### src/ea_pkg.sv
// Package: constants and types for the effective address generator
// Assumes: included before the interface and the design modules
package ea_pkg;
    // ------------------------------------------------------------
    // Widths
    // ------------------------------------------------------------
    localparam int ADDR_W = 32;
    localparam int PORT_W = 16;
    localparam int REG_SEL_W = 3;
    // ------------------------------------------------------------
    // Register selector codes
    // ------------------------------------------------------------
    localparam logic [2:0] SEL_STACK_PTR = 3'h4;
    localparam logic [2:0] SEL_FRAME_PTR = 3'h5;
    // ------------------------------------------------------------
    // Boundaries
    // ------------------------------------------------------------
    localparam logic [3:0] DQ_ALIGN_MASK = 4'hf;
    localparam int LANE_SMALL = 4;
    localparam int LANE_QUAD = 8;
    localparam int DQ_BYTES = 16;
    localparam logic [15:0] OFFS16_MASK = 16'hffff;

    typedef enum logic [1:0] {
        DISP_NONE,
        DISP_8,
        DISP_16,
        DISP_32
    } disp_size_t;

    typedef enum logic [1:0] {
        SCALE_1,
        SCALE_2,
        SCALE_4,
        SCALE_8
    } scale_t;

    typedef enum logic [2:0] {
        SIZE_BYTE,
        SIZE_WORD,
        SIZE_DWORD,
        SIZE_QWORD,
        SIZE_DQWORD
    } op_size_t;

    typedef enum logic {
        SEG_DATA,
        SEG_STACK
    } segment_t;

    typedef enum logic {
        IDLE,
        SECOND
    } split_state_t;
endpackage

### src/ea_sum_if.sv
// Interface: offset components passed to the sum stage
// Assumes: one clock domain, driven by the top module
`timescale 1ns/100ps
interface ea_sum_if;
    import ea_pkg::*;
    logic [ADDR_W-1:0] disp;
    logic [ADDR_W-1:0] base;
    logic [ADDR_W-1:0] index;
    logic base_en;
    logic index_en;
    scale_t scale;
    logic addr16;
    logic [ADDR_W-1:0] offset;
    modport src (output disp, base, index, base_en, index_en, scale,
        addr16, input offset);
    modport sum (input disp, base, index, base_en, index_en, scale,
        addr16, output offset);
endinterface

### src/ea_sum.sv
// Offset adder: displacement + base + scaled index
// Assumes: components already sign-extended to the address width
`timescale 1ns/100ps
module ea_sum
    import ea_pkg::*;
(
    ea_sum_if.sum s // Component and result bundle
);
    wire [ADDR_W-1:0] base_term;
    wire [ADDR_W-1:0] index_term;
    wire [ADDR_W-1:0] full_sum;

    assign base_term = s.base_en ? s.base : '0; // [RULE1]
    // Scale is an unsigned shift of a signed index
    assign index_term = s.index_en ?
        (s.index << s.scale) : '0; // [RULE3] [RULE4] [RULE7]
    assign full_sum = s.disp + base_term + index_term; // [RULE1] [RULE4]
    // Carries past the top offset bit are dropped
    assign s.offset = s.addr16 ?
        {16'h0000, full_sum[15:0] & OFFS16_MASK} : full_sum; // [RULE17]
endmodule

### src/ea_gen.sv
// Effective address and I/O port address generator
// Assumes: decode logic presents one request per cycle, synchronous to clk
//
// Behaviour
// RULE1 - Offset is sum of present displacement, base and scaled index.
// RULE2 - Displacement may be 8, 16 or 32 bits wide.
// RULE3 - Index is multiplied by scale 2, 4 or 8.
// RULE4 - Components are signed two's complement; scale is unsigned.
// RULE5 - Stack pointer is never used as scaled index.
// RULE6 - Stack or frame pointer base selects stack segment, else data.
// RULE7 - Scale applies only when an index is present.
// RULE8 - I/O space of 65,536 byte ports; wider ports allowed.
// RULE9 - Port number from immediate or port select register.
// RULE10 - Sizes byte, word, dword, qword, dqword supported.
// RULE11 - Little-endian: low byte at the operand address.
// RULE12 - Word, dword, qword accepted at any address without fault.
// RULE13 - Crossing 4- or 8-byte boundary needs two bus cycles.
// RULE14 - Aligned-only dqword faults when address not divisible by 16.
// RULE15 - Unaligned-tolerant dqword completes with extra bus cycles.
// RULE16 - 16-bit address size uses 16-bit offsets and displacements.
// RULE17 - Summed address is truncated to the active address size.
`timescale 1ns/100ps
module ea_gen
    import ea_pkg::*;
(
    input wire logic clk, // Core clock
    input wire logic rst, // Async reset, active high
    input wire logic req_valid, // Memory operand request
    output logic req_ready, // Generator idle, request can be taken this cycle
    input wire logic [ADDR_W-1:0] disp_in, // Raw displacement field
    input wire logic [1:0] disp_size, // disp_size_t encoding
    input wire logic base_en, // Base component present
    input wire logic [REG_SEL_W-1:0] base_sel, // Base register number
    input wire logic [ADDR_W-1:0] base_val, // Base register value
    input wire logic index_en, // Index component present
    input wire logic [REG_SEL_W-1:0] index_sel, // Index register number
    input wire logic [ADDR_W-1:0] index_val, // Index register value
    input wire logic [1:0] scale, // scale_t encoding
    input wire logic addr16, // 16-bit address size
    input wire logic [2:0] op_size, // op_size_t encoding
    input wire logic dq_align_req, // Dqword needs 16-byte alignment
    input wire logic io_valid, // I/O port address request
    input wire logic io_use_imm, // Port number from immediate
    input wire logic [7:0] io_imm, // Immediate port number
    input wire logic [PORT_W-1:0] io_port_select_reg, // Port select reg
    input wire logic [2:0] io_size, // Port width, op_size_t
    output logic bus_valid, // One memory bus cycle issued
    output logic [ADDR_W-1:0] bus_addr, // Bus cycle address
    output logic [4:0] bus_bytes, // Bytes in this bus cycle
    output logic bus_last, // Last bus cycle of the operand
    output logic stack_segment, // Stack segment selected
    output logic data_segment, // Data segment selected
    output logic [ADDR_W-1:0] eff_addr, // Effective address of operand
    output logic general_protection_fault, // Alignment fault pulse
    output logic io_out_valid, // Port address valid
    output logic [PORT_W-1:0] io_port, // Port address
    output logic [2:0] io_width // Port width, op_size_t
);
    // ------------------------------------------------------------
    // Component preparation
    // ------------------------------------------------------------
    ea_sum_if s();
    ea_sum u_sum (.s(s));

    wire [ADDR_W-1:0] disp_ext;
    wire index_ok;
    disp_size_t dsize;
    assign dsize = disp_size_t'(disp_size);
    assign disp_ext = (dsize == DISP_8) ? {{24{disp_in[7]}}, disp_in[7:0]} :
        (dsize == DISP_16) ? {{16{disp_in[15]}}, disp_in[15:0]} :
        (dsize == DISP_32) ? disp_in : '0; // [RULE2] [RULE4] [RULE16]
    // Stack pointer encoding means no index
    assign index_ok = index_en && (index_sel != SEL_STACK_PTR); // [RULE5]

    assign s.disp = disp_ext;
    assign s.base = base_val;
    assign s.index = index_val;
    assign s.base_en = base_en;
    assign s.index_en = index_ok; // [RULE7]
    assign s.scale = scale_t'(scale);
    assign s.addr16 = addr16; // [RULE16]

    wire use_stack;
    assign use_stack = base_en && ((base_sel == SEL_STACK_PTR) ||
        (base_sel == SEL_FRAME_PTR)); // [RULE6]

    // ------------------------------------------------------------
    // Alignment and split decision
    // ------------------------------------------------------------
    wire [ADDR_W-1:0] offs;
    wire [4:0] nbytes;
    wire [3:0] lane;
    wire crosses;
    wire dq_fault;
    wire [4:0] first_bytes;
    op_size_t osize;
    assign offs = s.offset;
    assign osize = op_size_t'(op_size);
    assign nbytes = (osize == SIZE_BYTE) ? 5'h01 :
        (osize == SIZE_WORD) ? 5'h02 :
        (osize == SIZE_DWORD) ? 5'h04 :
        (osize == SIZE_QWORD) ? 5'h08 : 5'h10; // [RULE10]
    // Byte lane width: 4 for word/dword, 8 for qword and dqword
    assign lane = (osize == SIZE_QWORD || osize == SIZE_DQWORD) ?
        4'(LANE_QUAD) : 4'(LANE_SMALL);
    wire [4:0] lane_pos;
    assign lane_pos = (lane == 4'(LANE_QUAD)) ? {2'b00, offs[2:0]} :
        {3'b000, offs[1:0]};
    // Dqword spans two qword lanes when aligned; treat by 16-byte mask
    assign crosses = (osize == SIZE_DQWORD) ? (offs[3:0] != 4'h0) :
        ((lane_pos + nbytes) > {1'b0, lane}); // [RULE12] [RULE13] [RULE15]
    assign dq_fault = (osize == SIZE_DQWORD) && dq_align_req &&
        ((offs[3:0] & DQ_ALIGN_MASK) != 4'h0); // [RULE14]
    // First cycle covers the bytes up to the boundary
    assign first_bytes = (osize == SIZE_DQWORD) ?
        (5'(DQ_BYTES) - {1'b0, offs[3:0]}) :
        ({1'b0, lane} - lane_pos);

    // ------------------------------------------------------------
    // Bus cycle sequencer
    // ------------------------------------------------------------
    split_state_t state;
    logic [ADDR_W-1:0] rest_addr;
    logic [4:0] rest_bytes;
    wire take;
    wire [ADDR_W-1:0] rest_sum;
    assign req_ready = (state == IDLE);
    assign take = req_valid && req_ready;
    assign rest_sum = offs + ADDR_W'(first_bytes);

    always_ff @(posedge clk or posedge rst) begin
        if (rst) begin
            state <= IDLE;
            rest_addr <= '0;
            rest_bytes <= '0;
        end else if (state == SECOND) begin
            state <= IDLE;
        end else if (take && crosses && !dq_fault) begin
            state <= SECOND; // [RULE13] [RULE15]
            rest_addr <= addr16 ? {16'h0000, rest_sum[15:0]} : rest_sum;
            rest_bytes <= nbytes - first_bytes;
        end
    end

    always_ff @(posedge clk or posedge rst) begin
        if (rst) begin
            bus_valid <= 1'b0;
            bus_addr <= '0;
            bus_bytes <= '0;
            bus_last <= 1'b0;
            eff_addr <= '0;
            stack_segment <= 1'b0;
            data_segment <= 1'b0;
            general_protection_fault <= 1'b0;
        end else if (state == SECOND) begin
            bus_valid <= 1'b1;
            bus_addr <= rest_addr;
            bus_bytes <= rest_bytes;
            bus_last <= 1'b1;
            general_protection_fault <= 1'b0;
        end else begin
            // Operand address is its low byte address
            bus_valid <= take && !dq_fault; // [RULE11]
            bus_addr <= offs; // [RULE11]
            bus_bytes <= crosses ? first_bytes : nbytes;
            bus_last <= !crosses;
            general_protection_fault <= take && dq_fault; // [RULE14]
            if (take) begin
                eff_addr <= offs; // [RULE1] [RULE17]
                stack_segment <= use_stack; // [RULE6]
                data_segment <= !use_stack; // [RULE6]
            end
        end
    end

    // ------------------------------------------------------------
    // I/O port address
    // ------------------------------------------------------------
    wire [PORT_W-1:0] next_io_port;
    assign next_io_port = io_use_imm ? {8'h00, io_imm} :
        io_port_select_reg; // [RULE9]

    always_ff @(posedge clk or posedge rst) begin
        if (rst) begin
            io_out_valid <= 1'b0;
            io_port <= '0;
            io_width <= 3'h0;
        end else begin
            io_out_valid <= io_valid; // [RULE8]
            if (io_valid) begin
                io_port <= next_io_port; // [RULE8]
                io_width <= io_size; // [RULE8]
            end
        end
    end
endmodule

### config.mk
export PLATFORM = sky130hd
export DESIGN_NAME = ea_gen
export DESIGN_NICKNAME = d
export VERILOG_FILES = /design/src/ea_pkg.sv /design/src/ea_sum_if.sv /design/src/ea_sum.sv /design/src/ea_gen.sv
export SDC_FILE = /design/constraint.sdc
export NUM_CORES = 1
export LEC_CHECK = 0
export BUFFER_PORTS_ARGS = -buffer_cell sky130_fd_sc_hd__buf_2
export CORE_UTILIZATION = 57
export CTS_CLUSTER_DIAMETER = 100
export DETAILED_ROUTE_END_ITERATION = 10
export GPL_ROUTABILITY_DRIVEN = 0
export HOLD_SLACK_MARGIN = 0.15
export PLACE_DENSITY = 0.91
export SYNTH_ARGS = -nofsm -noshare
export SYNTH_HDL_FRONTEND = slang
export SYNTH_SLANG_ARGS = --single-unit
### constraint.sdc
create_clock -name clk -period 8.7 [get_ports clk]
set_input_delay 1.305 -clock clk [delete_from_list [all_inputs] [get_ports clk]]
set_output_delay 1.305 -clock clk [all_outputs]
set_load 0.01 [all_outputs]
Yosys cells after proc, flatten, opt, wreduce, memory -nomap -nowiden
Index checks and enable logic that the tools add are counted.
Storage, ports and cells
  bits in registers: 132
  bits of input ports: 145
  output and inout bits: 95
  word-level logic and storage cells: 77
Cells by class
  add/sub/neg operators: 7
  bitwise operators: 1
  shifts and indexed selects: 1
  mux-type cells: 24
  reduce and logical (&&, ||, !) cells: 18
  equal/unequal tests: 11
  order comparisons: 1
Operators by type and width (count)
  32-bit two-way mux: 8
  32-bit adder: 2
  5-bit two-way mux: 7
  32-bit by 5-bit adder with 32-bit output: 1
  32-bit by 2-bit << shifter with 32-bit output: 1
  16-bit two-way mux: 1
  3-bit == test, second input constant: 3
  1-bit logical AND: 9
  3-bit by 2-bit == test with 1-bit output, second input constant: 2
  1-bit two-way mux: 6
  3-bit by 5-bit adder with 5-bit output: 1
  5-bit by 4-bit greater-than comparator with 1-bit output: 1
  4-bit by 3-bit subtractor with 5-bit output: 1
  5-bit by 4-bit subtractor with 5-bit output, first input constant: 1
  5-bit subtractor: 1
  2-bit == test, second input constant: 2
  4-bit == test, second input constant: 1
  4-bit two-way mux: 1
  2-bit AND reduction: 2
  4-bit nonzero test: 1
  3-bit by 1-bit == test with 1-bit output, second input constant: 1
  1-bit logical NOT: 3
  3-bit logical NOT: 1
  3-bit two-way mux: 1
  4 further kinds: 5

Logic depth before layout (Yosys ltp)
  depth in word-level cells: 15
  depth in mapped cells: 22
  depth with buffers taken out: 21

Modules after synthesis
A second synthesis with hierarchy kept.
Unflattened totals
  cell total of the unflattened synthesis: 1100
  area total of the unflattened synthesis: 10223.6 um^2
Modules (own cells, without submodules)
  ea_gen: instances 1, cells each 665, sequential area each 3278.1 um^2, area an instance 6662.6 um^2
  ea_sum: instances 1, cells each 435, sequential area each 0.0 um^2, area an instance 3560.9 um^2

Least setup slack after synthesis
OpenSTA, ideal clock, no wires.
  path kind: input -> register
  start: in scale[0]
  end: reg rest_addr[31]
  cell stages on the path: 18
  library setup time: 121 ps
  data arrival time: 6300 ps
  buffers on the path: 3
  required time: 8579 ps
  slack: 2279 ps
  cells stage by stage: clkbuf_1 > buf_1 > mux4_2 > nand2_1 > fa_1 > inv_1 > ha_1 > buf_2 > a21oi_1 > o21ai_1 > a221oi_1 > xor2_1 > or2_2 > or3_1 > nor4_2 > nand4_1 > xor2_1 > a22o_1
On the way
  cells in the longest elaborated chain, start to end: 11
  elaborated cells between the ends (all ways): 19
  those cells by class: add/sub: 5; order compare: 1; shift: 1; mux: 6; reduce/logical: 6
Ends and longest elaborated chain
  start, declared: line ea_gen.sv:38  | input wire logic [1:0] scale,
  32-bit by 2-bit << shifter with 32-bit output *: line ea_sum.sv:16  | (s.index << s.scale) : '0;
  32-bit two-way mux *: line ea_sum.sv:15  | assign index_term = s.index_en ?
  32-bit adder *: line ea_sum.sv:17  | assign full_sum = s.disp + base_term + index_term;
  32-bit two-way mux *: line ea_sum.sv:19  | assign s.offset = s.addr16 ?
  parallel branches: the longest is 7 deep, another holds 32-bit by 5-bit adder with 32-bit output
  end signal, assigned: line ea_gen.sv:140  | rest_addr <= addr16 ? {16'h0000, rest_sum[15:0]} : rest_sum;
  end, declared: line ea_gen.sv:123  | logic [ADDR_W-1:0] rest_addr;
Mark *: on every way between the ends.
A chain may end at the register's enable or synchronous reset.

Final worst setup path
  start: in scale[1]
  end: reg rest_addr[21]
On the way
  cells in the longest elaborated chain, start to end: 11
  elaborated cells between the ends (all ways): 19
  those cells by class: add/sub: 5; order compare: 1; shift: 1; mux: 6; reduce/logical: 6
Ends and longest elaborated chain
  32-bit by 2-bit << shifter with 32-bit output *: line ea_sum.sv:16
  32-bit two-way mux *: line ea_sum.sv:15
  32-bit adder *: line ea_sum.sv:17
  32-bit two-way mux *: line ea_sum.sv:19
  net offs[2]: line ea_gen.sv:90  | wire [ADDR_W-1:0] offs;
  parallel branches: the longest is 7 deep, another holds 32-bit by 5-bit adder with 32-bit output
Mark *: on every way through the listed nets, which the timed path passes.

==> metrics.log <==
[metrics] max_slew headroom: 0.3028
[metrics] worst-path cell chain: buf_2 > mux2i_1 > o22ai_1 > nand2_1 > fa_1 > inv_1 > fa_1 > inv_1 > nor2_1 > ha_1 > a21oi_1 > xnor2_1 > ha_1 > nor2b_1 > o21ai_0 > a31oi_1 > nand3_2 > buf_4 > nand2_1 > o21ai_0
[metrics] status: completed
[metrics] Reg2Reg Launch Point: state
[metrics] sink of the worst hold path: eff_addr[26]
[metrics] largest family of logic cells by synthesized area: simple AND/OR/NAND/NOR gates
[metrics] R2R Setup Slk: 6.11 ns
[metrics] unrepaired setup endpoints after global routing: no
[metrics] max-cap check violation count: 0
[metrics] count of antenna diodes in the layout: 0
[metrics] pre-CTS WS: 1.666 ns
[metrics] Total GRT Usage: 0.3016
[metrics] leading cell type in the layout, fill and taps excluded: sky130_fd_sc_hd__buf_2
[metrics] number of global-route vias before repair: 8888
[metrics] required time at the endpoint of the critical path: 8.96 ns
[metrics] routed vias: 9627
[metrics] Highest Clock Rate: 145.2 MHz
[metrics] remaining antenna violation count after routing: 0
[metrics] ys flop type: sky130_fd_sc_hd__dfrtp_1
[metrics] number of standard cells after synthesis: 1175
[metrics] global-route wire length before repair: 43.50 mm
[metrics] final setup violation count: 0
[metrics] buffer levels on the longest clock path: 2
[metrics] clock network power share: 0.275
[metrics] CTS tree: built
[metrics] Port-buffer cells: 238
[metrics] Worst IR Drop VDD: 0.1574 mV
[metrics] element type at the critical path end: register
[metrics] count of clock tree sinks: 131
[metrics] Power Internal: 0.001739 W
[metrics] share of cells above drive strength 1: 0.2430
[metrics] CP Launch Point: scale[1]
[metrics] Synth Area in Simple Gates: 0.1992
[metrics] clock-pin slew on the worst setup and hold paths: 0.05 ns
[metrics] number of vias per cell after detailed routing: 5.987
[metrics] count of cells along the worst register-to-register path: 6
[metrics] CTS Root Buffer Type: sky130_fd_sc_hd__clkbuf_16
[metrics] capture instance of the worst register-to-register path: rest_addr[21]
[metrics] share of the clock period used by the worst path: 0.7918
[metrics] share of flip-flops with an asynchronous set or reset: 1.000
[metrics] number of levels in the clock H-tree: 4
[metrics] clock skew after layout: 0.01537 ns
[metrics] min Tclk post-route: 6.889 ns
[metrics] number of antenna violations at the first check in global routing: 0
[metrics] power share of the sequential group: 0.317
[metrics] top-level I/O count: 240
[metrics] commonest non-fill, non-tap cells in the layout: sky130_fd_sc_hd__buf_2, sky130_fd_sc_hd__nand2_1, sky130_fd_sc_hd__dfrtp_1, sky130_fd_sc_hd__o21ai_0, sky130_fd_sc_hd__inv_1
[metrics] dpl cells: 1576
[metrics] category of the critical setup timing path: primary input to register
[metrics] Initial Utilization: 0.5858
[metrics] final hold violations: 0
[metrics] sum of negative setup slack: 0 ns
[metrics] CP Launch Type: primary input
[metrics] area of the die: 0.01838 mm²
[metrics] non-filler instance count after layout: 1608
[metrics] slack of the critical path: 1.811 ns
[metrics] Horiz. Die Dim: 135.6 µm
[metrics] # Post-CTS Setup Buffers: 0
[metrics] placeable core area: 0.01736 mm²
[metrics] final wirelength: 27.19 mm
[metrics] Avg Inst Size Synth: 8.653 µm²
[metrics] fraction of synthesized area in multiplexers: 0.08134
[metrics] Synth Net Count: 1398
[metrics] count of instances resized after the clock tree is built: 0
[metrics] CP arrival: 7.15 ns
[metrics] summed instance area of the synthesized netlist: 0.01017 mm²
[metrics] iteration count of the initial detailed-routing pass: 6
[metrics] number of pins with negative max-slew slack in the final report: 0
[metrics] pin count of the biggest net entering global routing: 84
[metrics] total DRC errors in the routed layout: 0
[metrics] Seq/Total Area, Yosys: 0.3224
[metrics] clock latency on the worst-skew pair: 0.43 ns
[metrics] Crit path largest cell delay: 0.77 ns
[metrics] crit path max-delay cell type: sky130_fd_sc_hd__a31oi_1
[metrics] flip-flop and latch count after synthesis: 131
[metrics] share of the synthesized area in compound gates (AO/OA/AOI/OAI): 0.1746
[metrics] count of different cell masters after synthesis: 76
[metrics] xor/xnor share of the synthesized area: 0.04393
[metrics] number of enable-type register cells in the synthesized netlist: 0
[metrics] worst min-delay path class: register to register
[metrics] die height: 135.6 µm
[metrics] leakage power total: 5.846 nW
[metrics] final core utilization: 0.6949
[metrics] combinational power share: 0.408
[metrics] number of core rows: 48
[metrics] power spent charging and discharging nets: 0.001068 W
[metrics] total CTS buffers: 17
[metrics] synthesized-area fraction occupied by adder cells: 0.1211
[metrics] number of buffers inserted for hold repair after clock tree synthesis: 0
[metrics] critical hold path startpoint: eff_addr[26]
[metrics] drt initial violations: 794
[metrics] Hold Path Cell Cnt: 2
[metrics] maximum fanout along the worst path: 52
[metrics] GR Overflow Total: 0
[metrics] Yosys warning count: 0
[metrics] area growth from synthesis to layout: 18.63%
[metrics] number of nets in the final layout: 1593
[metrics] routed length per instance: 16.91 µm
[metrics] Sw Ratio: 0.3806
[metrics] Worst-Margin Slew: 1.042 ns
[metrics] DP HPWL: 20.74 mm
[metrics] Power per Cell Area: 232.7 mW/mm²
==> power by group through the flow <==
stage	Sequential (W)	Clock [W]	Combinational (W)
after global placement	0.000888	0	0.00108
after floorplan	0.000943	0	0.000696
final	0.000891	0.000772	0.00114
after global routing	0.000910	0.000802	0.00127
after detailed placement	0.000896	0	0.00112
after CTS	0.000888	0.000775	0.00114
==> critical path: cells and delay by family <==
| kind | cells | cell delay (ns) |
|---|---|---|
| xor gates and xnor gates | 1 | 0.09 |
| and+or+nand+nor | 5 | 1.10 |
| muxes | 1 | 0.20 |
| buffers and inverters | 4 | 1.24 |
| AOI/OAI and AO/OA | 5 | 1.35 |
| adders and majority gates | 4 | 1.84 |
==> cell usage after synthesis, types with 3 or more instances <==
| cell | n | area (µm²) |
|---|---|---|
| sky130_fd_sc_hd__a31oi_1 | 6 | 37.54 |
| sky130_fd_sc_hd__xor2_1 | 26 | 227.7 |
| sky130_fd_sc_hd__o21bai_1 | 3 | 22.52 |
| sky130_fd_sc_hd__dfrtp_1 | 131 | 3278 |
| sky130_fd_sc_hd__o22ai_1 | 3 | 18.77 |
| sky130_fd_sc_hd__o21ai_0 | 120 | 600.6 |
| sky130_fd_sc_hd__buf_2 | 7 | 35.03 |
| sky130_fd_sc_hd__nor4_2 | 4 | 50.05 |
| sky130_fd_sc_hd__a21boi_0 | 3 | 22.52 |
| sky130_fd_sc_hd__nor2b_1 | 17 | 106.4 |
| sky130_fd_sc_hd__ha_1 | 44 | 550.5 |
| sky130_fd_sc_hd__and4_1 | 5 | 43.79 |
| sky130_fd_sc_hd__a21oi_1 | 76 | 380.4 |
| sky130_fd_sc_hd__nand3_1 | 18 | 90.09 |
| sky130_fd_sc_hd__fa_1 | 34 | 680.7 |
| sky130_fd_sc_hd__and3_1 | 9 | 56.30 |
| sky130_fd_sc_hd__nand2b_1 | 5 | 31.28 |
| sky130_fd_sc_hd__a22o_1 | 5 | 43.79 |
| sky130_fd_sc_hd__clkbuf_1 | 51 | 191.4 |
| sky130_fd_sc_hd__or3_1 | 6 | 37.54 |
| sky130_fd_sc_hd__o211ai_1 | 6 | 45.04 |
| sky130_fd_sc_hd__inv_1 | 80 | 300.3 |
| sky130_fd_sc_hd__nand2_1 | 225 | 844.6 |
| sky130_fd_sc_hd__or2_2 | 6 | 37.54 |
| sky130_fd_sc_hd__or3b_2 | 3 | 26.28 |
| sky130_fd_sc_hd__a21o_1 | 12 | 90.09 |
| sky130_fd_sc_hd__nor2_1 | 56 | 210.2 |
| sky130_fd_sc_hd__o31ai_1 | 12 | 90.09 |
| sky130_fd_sc_hd__mux2_2 | 5 | 56.30 |
| sky130_fd_sc_hd__nor3b_1 | 4 | 30.03 |
| sky130_fd_sc_hd__mux2i_1 | 14 | 140.1 |
| sky130_fd_sc_hd__o21a_1 | 6 | 45.04 |
| sky130_fd_sc_hd__mux4_2 | 28 | 630.6 |
| sky130_fd_sc_hd__nand4_1 | 15 | 93.84 |
| sky130_fd_sc_hd__buf_1 | 7 | 26.28 |
| sky130_fd_sc_hd__o21ai_1 | 7 | 35.03 |
| sky130_fd_sc_hd__a211o_1 | 5 | 43.79 |
| sky130_fd_sc_hd__a211oi_1 | 5 | 37.54 |
| sky130_fd_sc_hd__nor3_1 | 14 | 70.07 |
| sky130_fd_sc_hd__xnor2_1 | 25 | 219.0 |
| sky130_fd_sc_hd__and2_1 | 18 | 112.6 |
==> final cells by class <==
| class | count | area, µm² |
|---|---|---|
| tap | 225 | 281.5 |
| fill | 1282 | 5295 |
| timing repair buffer | 243 | 1229 |
| clock inverter | 11 | 173.9 |
| inverter | 82 | 310.3 |
| sequential | 131 | 3279 |
| clock buffer | 21 | 470.5 |
| multi-input combinational | 895 | 6317 |
==> state kept, by name (all words and copies together) (netlist names) <==
name                      flops
rest_addr                    31
data_segment                  1
stack_segment                 1
bus_bytes                     5
io_width                      3
io_port                      16
bus_valid                     1
io_out_valid                  1
general_protection_fault      1
eff_addr                     32
bus_last                      1
rest_bytes                    5
bus_addr                     32
state                         1
==> layer usage <==
metal,wire length [µm],track usage,share of wire
met3,2402,0.05051,0.088
met1,11180,0.3919,0.41
met4,625,0.1049,0.023
met2,12980,0.5085,0.48
met5,0,0,0
==> stage by stage <==
| step | area [µm²] | power [W] | hold WS (ns) |
|---|---|---|---|
| 6_report | 12060 | 0.002807 | 0.4723 |
| 3_3_place_gp | 11420 | 0.001965 | 0.4547 |
| 2_1_floorplan | 10170 | 0.001640 | 0.4460 |
| 4_1_cts | 12060 | 0.002799 | 0.4734 |
| 3_5_place_dp | 11420 | 0.002013 | 0.4605 |
| 5_1_grt | 12060 | 0.002979 | 0.5014 |
==> logic make-up after synthesis <==
| logic type | Yosys count |
|---|---|
| multiplexers | 47 |
| flip-flops | 131 |
| adder cells (fa/ha/maj) | 78 |
| buffers and inverters | 149 |
| AND/OR/NAND/NOR | 424 |
| XOR/XNOR | 51 |
| AO/OA/AOI/OAI | 295 |
==> worst max path at each step <==
stage	endpoint	slack, ns	cells after the start
final	rest_addr[21]	1.81	20
after global routing	rest_addr[21]	1.38	20
after CTS	rest_addr[21]	1.92	20
after detailed placement	rest_addr[31]	1.67	17
after global placement	rest_addr[7]	1.82	21
after floorplan	rest_addr[31]	2.28	18
Note: power is estimated with default switching activity, not from simulation.
